### src/verilog/kpli_pkg.sv
package kpli_pkg;

  localparam int unsigned KPLI_NUM_INPUTS = 8;
  localparam int unsigned KPLI_SYNC_STAGES = 2;

  // Printed offsets are not multiples of four: they are word indices.
  localparam logic [7:0] KPLI_IDX_LEVEL_SELECT = 8'h8d;
  localparam logic [7:0] KPLI_IDX_INPUT_ENABLE = 8'h8e;
  localparam logic [7:0] KPLI_IDX_FLAGS        = 8'h8f;
  localparam logic [7:0] KPLI_IDX_CONTROL      = 8'h90;
  localparam logic [7:0] KPLI_IDX_INT_STATUS   = 8'h91;
  localparam logic [7:0] KPLI_IDX_INT_MASK     = 8'h92;

  localparam logic [11:0] KPLI_ADDR_LEVEL_SELECT = {2'h0, KPLI_IDX_LEVEL_SELECT, 2'h0};
  localparam logic [11:0] KPLI_ADDR_INPUT_ENABLE = {2'h0, KPLI_IDX_INPUT_ENABLE, 2'h0};
  localparam logic [11:0] KPLI_ADDR_FLAGS        = {2'h0, KPLI_IDX_FLAGS, 2'h0};
  localparam logic [11:0] KPLI_ADDR_CONTROL      = {2'h0, KPLI_IDX_CONTROL, 2'h0};
  localparam logic [11:0] KPLI_ADDR_INT_STATUS   = {2'h0, KPLI_IDX_INT_STATUS, 2'h0};
  localparam logic [11:0] KPLI_ADDR_INT_MASK     = {2'h0, KPLI_IDX_INT_MASK, 2'h0};

  localparam logic [7:0] KPLI_RST_LEVEL_SELECT = 8'h00;
  localparam logic [7:0] KPLI_RST_INPUT_ENABLE = 8'h00;
  localparam logic [7:0] KPLI_RST_FLAGS        = 8'h00;
  localparam logic [7:0] KPLI_RST_INT_STATUS   = 8'h00;
  localparam logic [7:0] KPLI_RST_INT_MASK     = 8'h00;
  localparam logic       KPLI_RST_GLOBAL_EN    = 1'b0;

  // Control register field positions.
  localparam int unsigned KPLI_CTRL_GLOBAL_EN_BIT = 0;
  localparam int unsigned KPLI_CTRL_IRQ_BIT       = 1;
  localparam int unsigned KPLI_CTRL_WAKE_BIT      = 2;

endpackage

### src/verilog/kpli_keypad.sv
// Behaviour
// - Eight inputs, one shared interrupt request.
// - Global enable gates combined keypad interrupt.
// - Level select clear means low, set high.
// - Flag sets while input shows active level.
// - Flag bit n belongs to port pin n.
// - Flag requests interrupt only when enabled.
// - Any flag register write clears all flags except those of inputs still at their active level.
// - Disabled input stays an ordinary I/O pin.
// - Enabled active input raises wake request.
`timescale 1ns/100ps
module kpli_keypad
  import kpli_pkg::*;
#(
  parameter int unsigned NUM_INPUTS = KPLI_NUM_INPUTS
)
(
  // Clock and reset.
  input  wire logic                  pclk,
  input  wire logic                  presetn,
  // APB slave.
  input  wire logic                  psel,
  input  wire logic                  penable,
  input  wire logic                  pwrite,
  input  wire logic [11:0]           paddr,
  input  wire logic [31:0]           pwdata,
  input  wire logic [3:0]            pstrb,
  output logic      [31:0]           prdata,
  output logic                       pready,
  output logic                       pslverr,
  // Keypad pins on port A.
  input  wire logic [NUM_INPUTS-1:0] port_a_pin,
  output logic      [NUM_INPUTS-1:0] keypad_pin_mode,
  // Interrupt and wake.
  output logic                       keypad_irq,
  output logic                       keypad_wake,
  output logic                       event_irq
);

  initial
  begin
    if (NUM_INPUTS < 1 || NUM_INPUTS > 8)
      $error("kpli_keypad: NUM_INPUTS must lie between 1 and 8");
  end

  logic [NUM_INPUTS-1:0] keypad_level_select_q;
  logic [NUM_INPUTS-1:0] keypad_input_enable_q;
  logic [NUM_INPUTS-1:0] keypad_flags_q;
  logic [NUM_INPUTS-1:0] keypad_flags_d;
  logic                  global_en_q;
  logic [NUM_INPUTS-1:0] int_status_q;
  logic [NUM_INPUTS-1:0] int_status_d;
  logic [NUM_INPUTS-1:0] int_mask_q;
  logic [NUM_INPUTS-1:0] keypad_in_sync;

  kpli_sync #(
    .WIDTH    (NUM_INPUTS)
  ) u_sync (
    .pclk     (pclk),
    .presetn  (presetn),
    .async_in (port_a_pin),
    .sync_out (keypad_in_sync)
  );

  // Bus decode.
  wire access_phase = psel & penable;
  wire wr_en        = access_phase & pwrite;
  wire rd_en        = access_phase & ~pwrite;
  wire low_lane     = pstrb[0];
  wire hit_lsel     = (paddr == KPLI_ADDR_LEVEL_SELECT);
  wire hit_ien      = (paddr == KPLI_ADDR_INPUT_ENABLE);
  wire hit_flags    = (paddr == KPLI_ADDR_FLAGS);
  wire hit_ctrl     = (paddr == KPLI_ADDR_CONTROL);
  wire hit_ists     = (paddr == KPLI_ADDR_INT_STATUS);
  wire hit_imask    = (paddr == KPLI_ADDR_INT_MASK);
  wire hit_any      = hit_lsel | hit_ien | hit_flags | hit_ctrl | hit_ists | hit_imask;

  // Active level per input: XNOR of pin and level select.
  wire [NUM_INPUTS-1:0] active_level = ~(keypad_in_sync ^ keypad_level_select_q);
  // Flag bit n follows input n only; no cross-wiring between pins.
  wire [NUM_INPUTS-1:0] flag_set     = active_level;
  wire                  flags_wr     = wr_en & hit_flags;
  wire [NUM_INPUTS-1:0] flag_enabled = keypad_flags_q & keypad_input_enable_q;
  wire                  irq_raw      = global_en_q & (|flag_enabled);
  wire [NUM_INPUTS-1:0] wake_src     = active_level & keypad_input_enable_q;

  // A pin set during the clearing write wins over the clear.
  assign keypad_flags_d = (flags_wr ? '0 : keypad_flags_q) | flag_set;

  // Sticky event status: a new flag edge sets, a read of status clears.
  wire [NUM_INPUTS-1:0] new_flag  = flag_set & ~keypad_flags_q;
  wire                  ists_rd   = rd_en & hit_ists;
  assign int_status_d = (ists_rd ? '0 : int_status_q) | new_flag;

  // Read mux; unused upper bits read zero.
  wire [7:0] ctrl_rd = {5'h00, keypad_wake, keypad_irq, global_en_q};
  wire [31:0] rd_mux =
    hit_lsel  ? {24'h000000, 8'(keypad_level_select_q)} :
    hit_ien   ? {24'h000000, 8'(keypad_input_enable_q)} :
    hit_flags ? {24'h000000, 8'(keypad_flags_q)} :
    hit_ctrl  ? {24'h000000, ctrl_rd} :
    hit_ists  ? {24'h000000, 8'(int_status_q)} :
    hit_imask ? {24'h000000, 8'(int_mask_q)} :
                32'h00000000;

  always_ff @(posedge pclk or negedge presetn)
  begin
    if (!presetn)
    begin
      keypad_level_select_q <= KPLI_RST_LEVEL_SELECT[NUM_INPUTS-1:0];
      keypad_input_enable_q <= KPLI_RST_INPUT_ENABLE[NUM_INPUTS-1:0];
      int_mask_q            <= KPLI_RST_INT_MASK[NUM_INPUTS-1:0];
      global_en_q           <= KPLI_RST_GLOBAL_EN;
    end
    else if (wr_en && low_lane)
    begin
      if (hit_lsel)
        keypad_level_select_q <= pwdata[NUM_INPUTS-1:0];
      if (hit_ien)
        keypad_input_enable_q <= pwdata[NUM_INPUTS-1:0];
      if (hit_imask)
        int_mask_q <= pwdata[NUM_INPUTS-1:0];
      if (hit_ctrl)
        global_en_q <= pwdata[KPLI_CTRL_GLOBAL_EN_BIT];
    end
  end

  always_ff @(posedge pclk or negedge presetn)
  begin
    if (!presetn)
    begin
      keypad_flags_q <= KPLI_RST_FLAGS[NUM_INPUTS-1:0];
      int_status_q   <= KPLI_RST_INT_STATUS[NUM_INPUTS-1:0];
    end
    else
    begin
      keypad_flags_q <= keypad_flags_d;
      int_status_q   <= int_status_d;
    end
  end

  // Zero-wait slave; read data comes straight from the registers in the access phase.
  // A registered copy would miss a status bit cleared by the same read.
  assign pready  = 1'b1;
  assign pslverr = access_phase & ~hit_any;
  assign prdata  = rd_mux;

  // Disabled inputs are left to the ordinary port logic.
  assign keypad_pin_mode = keypad_input_enable_q;
  assign keypad_irq      = irq_raw;
  // Combinational, but fed from the synchronised pins, so a new press needs pclk running.
  assign keypad_wake     = |wake_src;
  assign event_irq       = |(int_status_q & int_mask_q);

  // Assertions.
  logic [NUM_INPUTS-1:0] pin_d1_q;
  always_ff @(posedge pclk or negedge presetn)
  begin
    if (!presetn)
      pin_d1_q <= '1;
    else
      pin_d1_q <= port_a_pin;
  end
endmodule

### src/verilog/kpli_sync.sv
`timescale 1ns/100ps
module kpli_sync
  import kpli_pkg::*;
#(
  parameter int unsigned WIDTH = 8
)
(
  // Clock and reset.
  input  wire logic             pclk,
  input  wire logic             presetn,
  // Data.
  input  wire logic [WIDTH-1:0] async_in,
  output logic      [WIDTH-1:0] sync_out
);

  logic [WIDTH-1:0] stage1_q;
  logic [WIDTH-1:0] stage2_q;

  initial
  begin
    if (WIDTH < 1)
      $error("kpli_sync: WIDTH must be at least one");
  end

  // The first stage feeds only the second; nothing else may look at it.
  // Both stages reset high, the idle level of a pulled-up key line.
  // A low reset value would show every line as pressed for two cycles.
  always_ff @(posedge pclk or negedge presetn)
  begin
    if (!presetn)
    begin
      stage1_q <= '1;
      stage2_q <= '1;
    end
    else
    begin
      stage1_q <= async_in;
      stage2_q <= stage1_q;
    end
  end

  assign sync_out = stage2_q;

endmodule
### config.mk
export PLATFORM = sky130hd
export DESIGN_NAME = kpli_keypad
export DESIGN_NICKNAME = d
export VERILOG_FILES = /design/src/verilog/kpli_pkg.sv /design/src/verilog/kpli_keypad.sv /design/src/verilog/kpli_sync.sv
export SDC_FILE = /design/constraint.sdc
export NUM_CORES = 1
export LEC_CHECK = 0
export BUFFER_PORTS_ARGS = -buffer_cell sky130_fd_sc_hd__clkbuf_2
export CORE_ASPECT_RATIO = 1.2
export CORE_MARGIN = 1.5
export CORE_UTILIZATION = 53
export DETAILED_ROUTE_END_ITERATION = 8
export PLACE_DENSITY = 0.85
export SETUP_SLACK_MARGIN = 0.4
export SLEW_MARGIN = 0
export SYNTH_ARGS = -nofsm -noshare
export SYNTH_HDL_FRONTEND = slang
export SYNTH_SLANG_ARGS = --single-unit
### constraint.sdc
create_clock -name pclk -period 2.4 [get_ports pclk]
set_input_delay 0.24 -clock pclk [delete_from_list [all_inputs] [get_ports pclk]]
set_output_delay 0.24 -clock pclk [all_outputs]
set_load 0.01 [all_outputs]
==> results.md, run 1 <==
- Fin cells: 416
- RSZ-0062 raised after global routing: true
- RR Endpoint: int_status_q[4]$_DFF_PN0_
- Relative slew margins: 0.609
- Final Hold Fails: 0
- Status: finished, final reports clean
- # diodes: 0
- Hpwl dp: between 4000 and 5000 um
- Asr flop ratio synth: 1.00
- Nets: just over 400
- Clock Path Buffers: 2
- Clock latency on the worst-skew pair: about 0.33 ns
- Clock power frac: 0.418
- Number of port buffers: 53
- Pins Over Slew Limit: 0
- Fmax: ~500 MHz
- CTS root buf: clkbuf_8
- TritonRoute pass-1 iters: 5
- Hold path depth: 2
- RR Startpoint: u_sync.sync_out[4]$_DFF_PN1_
- EDFF count, synth: 0
- Worst reg-to-reg setup slack: 1.30 ns
- GRT Util Overall: 0.250
- Pwr per Cell Area: 542 nW/um^2
- TritonCTS buffer count: 9
- Syn_area_per_cell: 10.9 um^2
- Remaining antenna violation count: 0
- CP Class: flip-flop to output port
- Clock tree sinks: 57
- Top FF cell, synth: dfrtp_1
- Netlist Area Pre-Place: around 2900 um^2
- Worst-path fanout max: 3
- Share of layout cells above drive strength 1: 0.469
- Via count: 2399
- Final period utilization: 0.827
- Via/cell ratio: about 5.8
- Overall die area: 5860 um^2
- Sequential Power Share: 0.499
- Iteration-0 DRC Markers: 171
- HP Class: primary input to flip-flop
- Min-Delay Endpoint: keypad_level_select_q[7]$_DFFE_PN0P_
- Initial antenna violation count: 0
- Layout area overhead: 28.3%
- Maximum vdd ir drop: between 0.5 and 0.6 mV
- Placed Cells: approximately 380
- Htree depth: 3
- Post-Route WL: 7250 um
- Worst slew pin tran: 0.587 ns
- Vias in the first global route: approximately 2300
- Setup Viol. Count Final: 0
- Combinational Power Share: 0.083
- Post-synthesis sequential area ratio: 0.505
- Critical path required time: around 2.2 ns
- Synthesized instance count: between 200 and 300
- Min Clock Period, post-route: 1.98 ns
- Cell Rows: 29
- Leak Pwr: between 1.5 and 2 nW
- WP data arrival: 1.74 ns
- CP Capture Type: output port
- Chip width: between 70 and 80 um
- Largest net degree at the start of global routing: 36
- Routed len/inst: about 17 um
- Startpoint types: flip-flop
- HP Start: pwdata[7]
- Fin util: 0.699
- Ports: 106
- DRC: 0
- Maxcap violations: 0
- Reg2Reg Depth: 3
- Gpl congestion: 0.948
- Total internal power: 1.54 mW
- Clock Skews: between 0.01 and 0.015 ns
- Clk pin slew, worst setup/hold paths: roughly 0.060 ns
- Global-route wire length before repair: around 11000 um
- Die Height: between 80 and 90 um
- Yosys Warn Count: 0
- Final setup TNS: 0 ns
- Register bit total from synthesis: between 50 and 60
- Number of distinct library cells after synthesis: between 40 and 50
- Grt total ovfl: 0
- Switch share: 0.229
- Core ar.: around 5300 um^2
- Clock tree from TritonCTS: yes
- Switching Power: between 0.4 and 0.5 mW
- Starting Density: 0.545
==> power groups by stage <==
stage	Clock (mW)	Combinational [mW]	Sequential [mW]
final	0.834	0.165	0.995
after global routing	0.887	0.179	0.996
after CTS	0.853	0.154	0.994
after detailed placement	0	0.136	1.01
after global placement	0	0.132	1.01
after floorplan	0	0.0910	1.01
==> registers in the layout (all words and copies together), names as in the netlist <==
signal	count
keypad_flags_q	8
keypad_pin_mode	8
u_sync.stage1_q	8
global_en_q	1
int_mask_q	8
int_status_q	8
u_sync.sync_out	8
keypad_level_select_q	8
==> metrics by stage <==
stage	setup slack [ns]	power (mW)	cell area [um^2]	hold slack [ns]
6_report	0.416	1.99	3680	0.172
3_3_place_gp	0.210	1.14	3180	0.257
4_1_cts	0.405	2.00	3570	0.162
3_5_place_dp	0.189	1.14	3180	0.264
2_1_floorplan	0.624	1.10	2950	-0.0556
5_1_grt	0.351	2.06	3680	0.170
==> worst max-delay path: stages (launching register included) <==
cell and delay (ns):
dfstp_2 0.57, xnor2_4 0.14, a22oi_2 0.11, nand4_1 0.15, a21oi_1 0.08, a211oi_1 0.20, buf_2 0.18
==> routing by layer <==
metal,part of all wire,vias up,track usage,wire length [um]
met4,0.044,0,0.142,319
met3,0.083,33,0.0580,599
li1,-,1069,-,-
met5,0,-,0,0
met2,0.49,173,0.411,3520
met1,0.39,1124,0.301,2800
==> cell usage after synthesis, types with 2 or more instances <==
cell type / count / share of area
a21o_1: 8 / 0.021
a21oi_1: 11 / 0.019
a221oi_1: 2 / 0.0061
a22o_1: 8 / 0.024
a22oi_1: 18 / 0.047
buf_4: 26 / 0.068
clkbuf_1: 2 / 0.0026
conb_1: 2 / 0.0026
dfrtp_1: 41 / 0.36
dfstp_2: 16 / 0.15
inv_1: 10 / 0.013
mux2_2: 25 / 0.098
nand2_1: 22 / 0.029
nand3_1: 5 / 0.0087
nand4_1: 2 / 0.0044
nor2_1: 17 / 0.022
nor2b_1: 3 / 0.0066
nor3_1: 2 / 0.0035
o21ai_0: 2 / 0.0035
o22ai_1: 3 / 0.0066
o31ai_1: 5 / 0.013
xnor2_1: 8 / 0.024
==> how the worst max path moves through the flow <==
stage	endpoint	start	cells after the start
6_report	prdata[2]	u_sync.sync_out[3]$_DFF_PN1_	6
5_1_grt	prdata[3]	paddr[8]	7
2_1_floorplan	prdata[3]	paddr[8]	6
3_5_place_dp	prdata[6]	paddr[8]	7
3_3_place_gp	prdata[6]	paddr[8]	7
4_1_cts	prdata[2]	u_sync.sync_out[6]$_DFF_PN1_	6
==> placed cells by master, fill, tap and decap left out, types with 2 or more instances in the layout <==
master / instances
buf_4: 19
xnor2_2: 7
a22oi_1: 16
clkbuf_8: 13
nor3_1: 2
nor2_1: 13
dfrtp_2: 7
nand3_2: 2
o22ai_1: 3
a22oi_2: 2
dlygate4sd3_1: 9
a21o_1: 8
nor2_2: 5
nand3_1: 4
nand2_1: 22
clkinv_2: 2
nor2b_1: 2
inv_1: 10
conb_1: 25
a21oi_1: 11
dfrtp_1: 34
mux2_2: 25
clkbuf_2: 50
dfstp_2: 16
buf_2: 3
o31ai_1: 5
nand4_1: 2
a22o_1: 8
==> cell families (layout without fill, tap and decap cells) <==
family                 count (synthesis)  after routing  share of synthesized area
AO/OA/AOI/OAI                         63             63                      0.158
XOR/XNOR                               8              8                     0.0245
buffers and inverters                 40            109                     0.0873
flip-flops                            57             57                      0.505
multiplexers                          25             25                     0.0983
other                                  2             25                    0.00262
AND/OR/NAND/NOR                       67             67                      0.124
==> cell type report <==
| class | instances | area [um^2] |
|---|---|---|
| clock buffers | 14 | 183 |
| clock inverters | 2 | 10.0 |
| fillers | 392 | 1590 |
| inverters | 10 | 37.5 |
| multi-input cells | 188 | 1380 |
| flip-flops and latches | 57 | 1460 |
| well taps | 62 | 77.6 |
| repair buffers | 83 | 529 |
==> repair_timing <==
action,4_1_cts,5_1_grt
resized for setup,11,23
hold buffers,9,0
cloned,0,0
buffers inserted,4,5
pin swaps,4,6
endpoints found under the setup margin,8,8
endpoints found under the hold margin,23,0
No activity file was read; power rests on OpenSTA's default activity.
==> inputs of run 2 (changes only) <==
--- a/config.mk
+++ b/config.mk
@@ -8,9 +8,9 @@
 export BUFFER_PORTS_ARGS = -buffer_cell sky130_fd_sc_hd__clkbuf_2
 export CORE_ASPECT_RATIO = 1.2
 export CORE_MARGIN = 1.5
-export CORE_UTILIZATION = 53
+export CORE_UTILIZATION = 45
 export DETAILED_ROUTE_END_ITERATION = 8
-export PLACE_DENSITY = 0.85
+export PLACE_DENSITY = 0.77
 export SETUP_SLACK_MARGIN = 0.4
 export SLEW_MARGIN = 0
 export SYNTH_ARGS = -nofsm -noshare
==> constraint.sdc (replaced) <==
create_clock -name pclk -period 1.59 [get_ports pclk]
set_input_delay 0.159 -clock pclk [delete_from_list [all_inputs] [get_ports pclk]]
set_output_delay 0.159 -clock pclk [all_outputs]
set_load 0.01 [all_outputs]
==> run 2 against run 1 <==
Against the previous run: the flow now finishes with violations (negative setup slack); cell count up 18%; critical path depth unchanged; combinational power up 83%; sequential share of layout area down 6.6 points; clock power up 45%; sequential cell count unchanged; die area up 17%; critical path type unchanged; critical endpoint unchanged; largest power group unchanged; highest routed layer unchanged.
==> results.md, run 2 (synthesized netlist as in run 1, its figures left out) <==
- Clock Path Buffers: 2 (unchanged)
- Critical path required time: 1.43 ns (was 2.16 ns)
- Hpwl dp: 5670 um (was 4880 um)
- Most frequent cells in the layout: buf_4, clkbuf_2, dfrtp_1 (was clkbuf_2, dfrtp_1, mux2_2, conb_1, nand2_1)
- Gpl congestion: 0.932 (was 0.948)
- Largest net degree at the start of global routing: 58 (was 36)
- Via count: 2685 (was 2399)
- Most common cell after layout, fill and taps aside: buf_4 (was clkbuf_2)
- Startpoint types: flip-flop (unchanged)
- Worst-path fanout max: 2 (was 3)
- Grt total ovfl: 0 (unchanged)
- Initial antenna violation count: 0 (unchanged)
- Pins Over Slew Limit: 0 (unchanged)
- Maximum vdd ir drop: 0.728 mV (was 0.592 mV)
- Htree depth: 3 (unchanged)
- Worst slack at placement: -0.295 ns (was 0.189 ns)
- CP Class: flip-flop to output port (unchanged)
- Maxcap violations: 0 (unchanged)
- TritonCTS buffer count: 9 (unchanged)
- Starting Density: 0.471 (was 0.545)
- Overall die area: 6860 um^2 (was 5860 um^2)
- Layout area overhead: 53.0% (was 28.3%)
- Setup Viol. Count Final: 19 (was 0)
- Routed len/inst: 17.5 um (was 17.4 um)
- Failing checks: negative setup slack
- Post-DP Area: 3660 um^2 (was 3180 um^2)
- Min Clock Period, post-route: slightly below 2 ns
- Chip width: 75.8 um (was 70.1 um)
- # diodes: 0 (unchanged)
- Remaining antenna violation count: 0 (unchanged)
- TritonRoute pass-1 iters: 5 (unchanged)
- Number of port buffers: 53 (unchanged)
- Status: complete, but fails checks (was finished, final reports clean)
- Global-route wire length before repair: 13000 um (was 11200 um)
- Share of layout cells above drive strength 1: 0.576 (was 0.469)
- Die Height: 90.4 um (was 83.5 um)
- Clock tree sinks: 57 (unchanged)
- HP Class: primary input to flip-flop (unchanged)
- Pwr per Cell Area: 686 nW/um^2 (was 542 nW/um^2)
- Clock Skews: 0.00649 ns (was 0.0103 ns)
- WP data arrival: 1.78 ns (was 1.74 ns)
- Post-route cell area: 4380 um^2 (was 3680 um^2)
- Fmax: 515 MHz
- GRT Util Overall: 0.259 (was 0.250)
- DRC: 0 (unchanged)
- Nets: 464 (was 410)
- CTS root buf: clkbuf_8 (unchanged)
- Core ar.: 6090 um^2 (was 5260 um^2)
- Ports: 106 (unchanged)
- Final Hold Fails: 0 (unchanged)
- Placed Cells: 451 (was 382)
- Clock tree from TritonCTS: yes (unchanged)
- Vias in the first global route: 2675 (was 2338)
- Fin cells: 490 (was 416)
- Iteration-0 DRC Markers: 170 (was 171)
- Clock latency on the worst-skew pair: 0.33 ns (about the same)
- Cell Rows: 31 (was 29)
- Leak Pwr: 2.12 nW (was 1.77 nW)
- Post-Route WL: 8570 um (was 7250 um)
- Clk pin slew, worst setup/hold paths: 0.07 ns (was 0.06 ns)
- Final period utilization: 1.22
- RSZ-0062 raised after global routing: true (unchanged)
- Setup WS post-layout: -0.353 ns (was 0.416 ns)
- Via/cell ratio: 5.48 (was 5.77)
- CP Capture Type: output port (unchanged)
## run 2: metal layers
metal  global-route usage  routed length, um
met1                0.331               3370
met2                0.412               4180
met3               0.0480                694
met4                0.125                330
met5                    0                  0
## run 2: final timing paths
kind,from,endpoint,slack (ns),cells past startpoint
setup / recovery,u_sync.sync_out[3]$_DFF_PN1_,prdata[2],-0.35,6
hold / removal,pwdata[7],keypad_pin_mode[7]$_DFFE_PN0P_,0.1,2
setup reg to reg,u_sync.sync_out[4]$_DFF_PN1_,int_status_q[4]$_DFF_PN0_,0.42,4
hold reg to reg,u_sync.stage1_q[6]$_DFF_PN1_,u_sync.sync_out[6]$_DFF_PN1_,0.35,0
max in group asynchronous,presetn,u_sync.sync_out[3]$_DFF_PN1_,0.92,3
min in group asynchronous,presetn,int_mask_q[1]$_DFFE_PN0P_,0.36,3
## run 2: where the power goes
part	leakage, nW	internal (mW)	total [mW]	switching, mW
combinational	1.37	0.134	0.302	0.168
clock	0.0911	0.640	1.21	0.565
sequential	0.658	1.49	1.50	0.0103
## run 2: layout make-up
type	instances	area, um^2
clock buffers	11	151
clock inverters	5	30.0
fillers	422	1710
inverters	10	37.5
multi-input cells	188	1590
flip-flops and latches	57	1450
well taps	82	103
repair buffers	137	1030
## run 2: timing repair
| action | CTS | global route |
|---|---|---|
| gates resized for setup | 56 | 25 |
| hold endpoints to repair | 49 | 0 |
| setup endpoints to repair | 37 | 56 |
| buffers inserted | 9 | 5 |
| pin swaps | 20 | 9 |
| hold buffers | 9 | 0 |
## run 2: worst max-delay path, stage by stage (launching register included)
cell	delay (ns)
dfstp_2	0.54
xnor2_2	0.08
a22oi_2	0.20
nand4_1	0.20
a21oi_2	0.22
a211oi_2	0.07
buf_2	0.15
## run 2: per-stage QoR
step	util	hold slack, ns	total power [mW]	TNS, ns
global route	0.720	0.0989	3.12	-2.93
global placement	0.601	0.179	1.76	-2.62
CTS	0.701	0.0821	3.02	-1.62
finish	0.720	0.0953	3.01	-2.51
floorplan	-	-0.137	1.66	-0.0653
detailed placement	0.601	0.186	1.77	-3.03
==> inputs of run 3 (changes only) <==
--- a/config.mk
+++ b/config.mk
@@ -7,8 +7,8 @@
 export LEC_CHECK = 0
 export BUFFER_PORTS_ARGS = -buffer_cell sky130_fd_sc_hd__clkbuf_2
 export CORE_ASPECT_RATIO = 1.2
-export CORE_MARGIN = 1.5
 export CORE_UTILIZATION = 45
+export CTS_CLUSTER_SIZE = 20
 export DETAILED_ROUTE_END_ITERATION = 8
 export PLACE_DENSITY = 0.77
 export SETUP_SLACK_MARGIN = 0.4
==> constraint.sdc (replaced) <==
create_clock -name pclk -period 1.59 [get_ports pclk]
set_input_delay 0.159 -clock pclk [delete_from_list [all_inputs] [get_ports pclk]]
set_output_delay 0.159 -clock pclk [all_outputs]
set_load 0.02 [all_outputs]
==> run 3 against run 2 <==
Against the previous run: the run still ends with negative setup slack left; clock power rose by 12%; non-clock buffer count grew 2; worst setup slack worse by 0.038 ns; power increased by 7.0%; routed wire length up 11%; sequential cell count did not move; utilization is 5.2 points higher; first-iteration DRC count up 48%; maximum frequency shrank 1.9%; critical path type unchanged; critical endpoint is now keypad_wake; highest routed layer unchanged.
==> results.md, run 3 (synthesized netlist as in run 1, its figures left out) <==
- Final Hold Fails: 0 (unchanged)
- Pins Over Slew Limit: 0 (unchanged)
- Total internal power: 2.45 mW (was 2.26 mW)
- Fmax: 505 MHz (was 515 MHz)
- CTS root buf: clkbuf_8 (unchanged)
- Worst reg-to-reg setup slack: 0.43 ns (was 0.42 ns)
- Met2 Routed Length: 4790 um (was 4180 um)
- Slowest stage delay, CP: 0.58 ns (was 0.54 ns)
- Combinational Power Share: 0.115 (was 0.100)
- Gpl congestion: 0.967 (was 0.932)
- Global-route wire length before repair: 13800 um (was 13000 um)
- Post-DP Area: 3850 um^2 (was 3660 um^2)
- Worst slack at placement: -0.201 ns (was -0.295 ns)
- Leak Pwr: 2.18 nW (was 2.12 nW)
- Sequential Power Share: 0.467 (was 0.499)
- Starting Density: 0.471 (unchanged)
- Switch share: 0.238 (was 0.247)
- Share of layout cells above drive strength 1: 0.593 (was 0.576)
- Switching Power: 0.767 mW (was 0.744 mW)
- Clock power frac: 0.418 (was 0.401)
- Vias in the first global route: 2660 (was 2675)
- Met3 routed WL: 745 um (was 694 um)
- Iteration-0 DRC Markers: 251 (was 170)
- RSZ-0062 raised after global routing: true (unchanged)
- Met1 wire length: 3610 um (was 3370 um)
- Most common cell after layout, fill and taps aside: buf_4 (unchanged)
- Top Metal Used: met4 (unchanged)
- Via/cell ratio: 5.50 (was 5.48)
- Chip width: 74.8 um (was 75.8 um)
- Hpwl dp: 5950 um (was 5670 um)
- Critical Path, Cell by Cell: xnor2_4 > a22oi_1 > nand4_1 > buf_4 > buf_6 > buf_8 (was xnor2_2 > a22oi_2 > nand4_1 > a21oi_2 > a211oi_2 > buf_2)
- Clock tree from TritonCTS: yes (unchanged)
- Nets: 466 (was 464)
- Most frequent cells in the layout: buf_4, dfrtp_1, clkbuf_2 (was buf_4, clkbuf_2, dfrtp_1)
- Clock Skews: 0.00610 ns (was 0.00649 ns)
- Min Clock Period, post-route: 1.98 ns (was 1.94 ns)
- Via count: 2704 (was 2685)
- CP Capture Type: output port (unchanged)
- Initial antenna violation count: 0 (unchanged)
- Cell Rows: 31 (unchanged)
- Layout area overhead: 64.1% (was 53.0%)
- Failing checks: negative setup slack (unchanged)
- Maximum vdd ir drop: 1.00 mV (was 0.728 mV)
- Critical path required time: 1.43 ns (about the same)
- Maxcap violations: 0 (unchanged)
- Grt total ovfl: 0 (unchanged)
- TritonRoute pass-1 iters: 4 (was 5)
- Htree depth: 3 (unchanged)
- Status: complete, but fails checks (unchanged)
- Ports: 106 (unchanged)
- HP Class: primary input to flip-flop (unchanged)
- Pwr per Cell Area: 684 nW/um^2 (was 686 nW/um^2)
- GRT Util Overall: 0.296 (was 0.259)
- Hold_ws: 0.0970 ns (was 0.0953 ns)
- # diodes: 0 (unchanged)
- Worst-path fanout max: 2 (unchanged)
- Startpoint types: flip-flop (unchanged)
- CP Class: flip-flop to output port (unchanged)
- Core ar.: 6090 um^2 (unchanged)
- Die Height: 89.4 um (was 90.4 um)
- Clock latency on the worst-skew pair: 0.33 ns (about the same)
- Setup Viol. Count Final: 19 (unchanged)
- WP data arrival: 1.82 ns (was 1.78 ns)
- Post-route cell area: 4700 um^2 (was 4380 um^2)
- Overall die area: 6690 um^2 (was 6860 um^2)
- Largest net degree at the start of global routing: 23 (was 58)
- Setup WS post-layout: -0.391 ns (was -0.353 ns)
- Remaining antenna violation count: 0 (unchanged)
- Clock Path Buffers: 2 (unchanged)
- Clock tree sinks: 57 (unchanged)
- Routed len/inst: 19.3 um (was 17.5 um)
- DRC: 0 (unchanged)
- Fin util: 0.772 (was 0.720)
- Number of port buffers: 53 (unchanged)
- TritonCTS buffer count: 9 (unchanged)
- Post-Route WL: 9490 um (was 8570 um)
- Final period utilization: 1.25 (was 1.22)
- Slowest cell on crit path: dfstp_2 (unchanged)
- Clk pin slew, worst setup/hold paths: 0.07 ns (about the same)
==> run 3: cell count changes in the layout (fill, tap and decap cells not counted), sizes merged <==
cell,delta
clkinvlp,-2
clkbuf,-8
clkinv,-1
bufinv,+1
buf,+12
==> run 3: metrics by stage <==
stage | total power [mW] | setup TNS [ns] | std cells
final | 3.22 | -2.43 | 492
after global routing | 3.34 | -3.05 | 492
after CTS | 3.20 | -2.10 | 484
after detailed placement | 1.83 | -4.85 | 452
after global placement | 1.83 | -4.44 | 452
after floorplan | 1.71 | -0.618 | 285
==> run 3: timing repair <==
| item | CTS | global route |
|---|---|---|
| setup buffers | 7 | 8 |
| resized for setup | 70 | 48 |
| hold buffers | 9 | 0 |
| pin swaps | 26 | 21 |
| hold endpoints to repair | 20 | 0 |
| endpoints found under the setup margin | 47 | 55 |
==> run 3: power groups by stage <==
| stage | clock network (mW) | registers [mW] | logic (mW) |
|---|---|---|---|
| global route | 1.44 | 1.50 | 0.398 |
| CTS | 1.36 | 1.50 | 0.343 |
| floorplan | 0 | 1.52 | 0.185 |
| finish | 1.35 | 1.50 | 0.370 |
| detailed placement | 0 | 1.52 | 0.311 |
| global placement | 0 | 1.52 | 0.307 |
==> run 3: worst max-delay path, delay by kind of cell (launching register included) <==
family | cells | cell delay [ns]
AO/OA/AOI/OAI | 1 | 0.21
XOR/XNOR | 1 | 0.10
buffers and inverters | 3 | 0.42
flip-flops | 1 | 0.58
AND/OR/NAND/NOR | 1 | 0.19
==> run 3: path summary, 6_finish.rpt <==
check                                              from                                    to  cells past startpoint
setup / recovery           u_sync.sync_out[4]$_DFF_PN1_                           keypad_wake                      6
hold / removal                                pwdata[3]  keypad_level_select_q[3]$_DFFE_PN0P_                      2
setup reg to reg           u_sync.sync_out[4]$_DFF_PN1_             int_status_q[4]$_DFF_PN0_                      3
max in group asynchronous                       presetn          u_sync.sync_out[2]$_DFF_PN1_                      3
hold reg to reg            u_sync.stage1_q[4]$_DFF_PN1_          u_sync.sync_out[4]$_DFF_PN1_                      0
min in group asynchronous                       presetn        keypad_pin_mode[4]$_DFFE_PN0P_                      2
==> run 3: per-layer routing <==
| metal | GRT usage | up-vias |
|---|---|---|
| met5 | 0 | - |
| met1 | 0.354 | 1310 |
| met4 | 0.160 | 0 |
| met3 | 0.0823 | 35 |
| li1 | - | 1177 |
| met2 | 0.481 | 182 |
==> run 3: area by class of cell <==
type	instances	area [um^2]
clock buffer	13	159
tap	82	103
multi-input combinational	188	1680
sequential	57	1450
timing repair buffer	139	1230
clock inverter	3	40.0
inverter	10	37.5
fill	357	1390
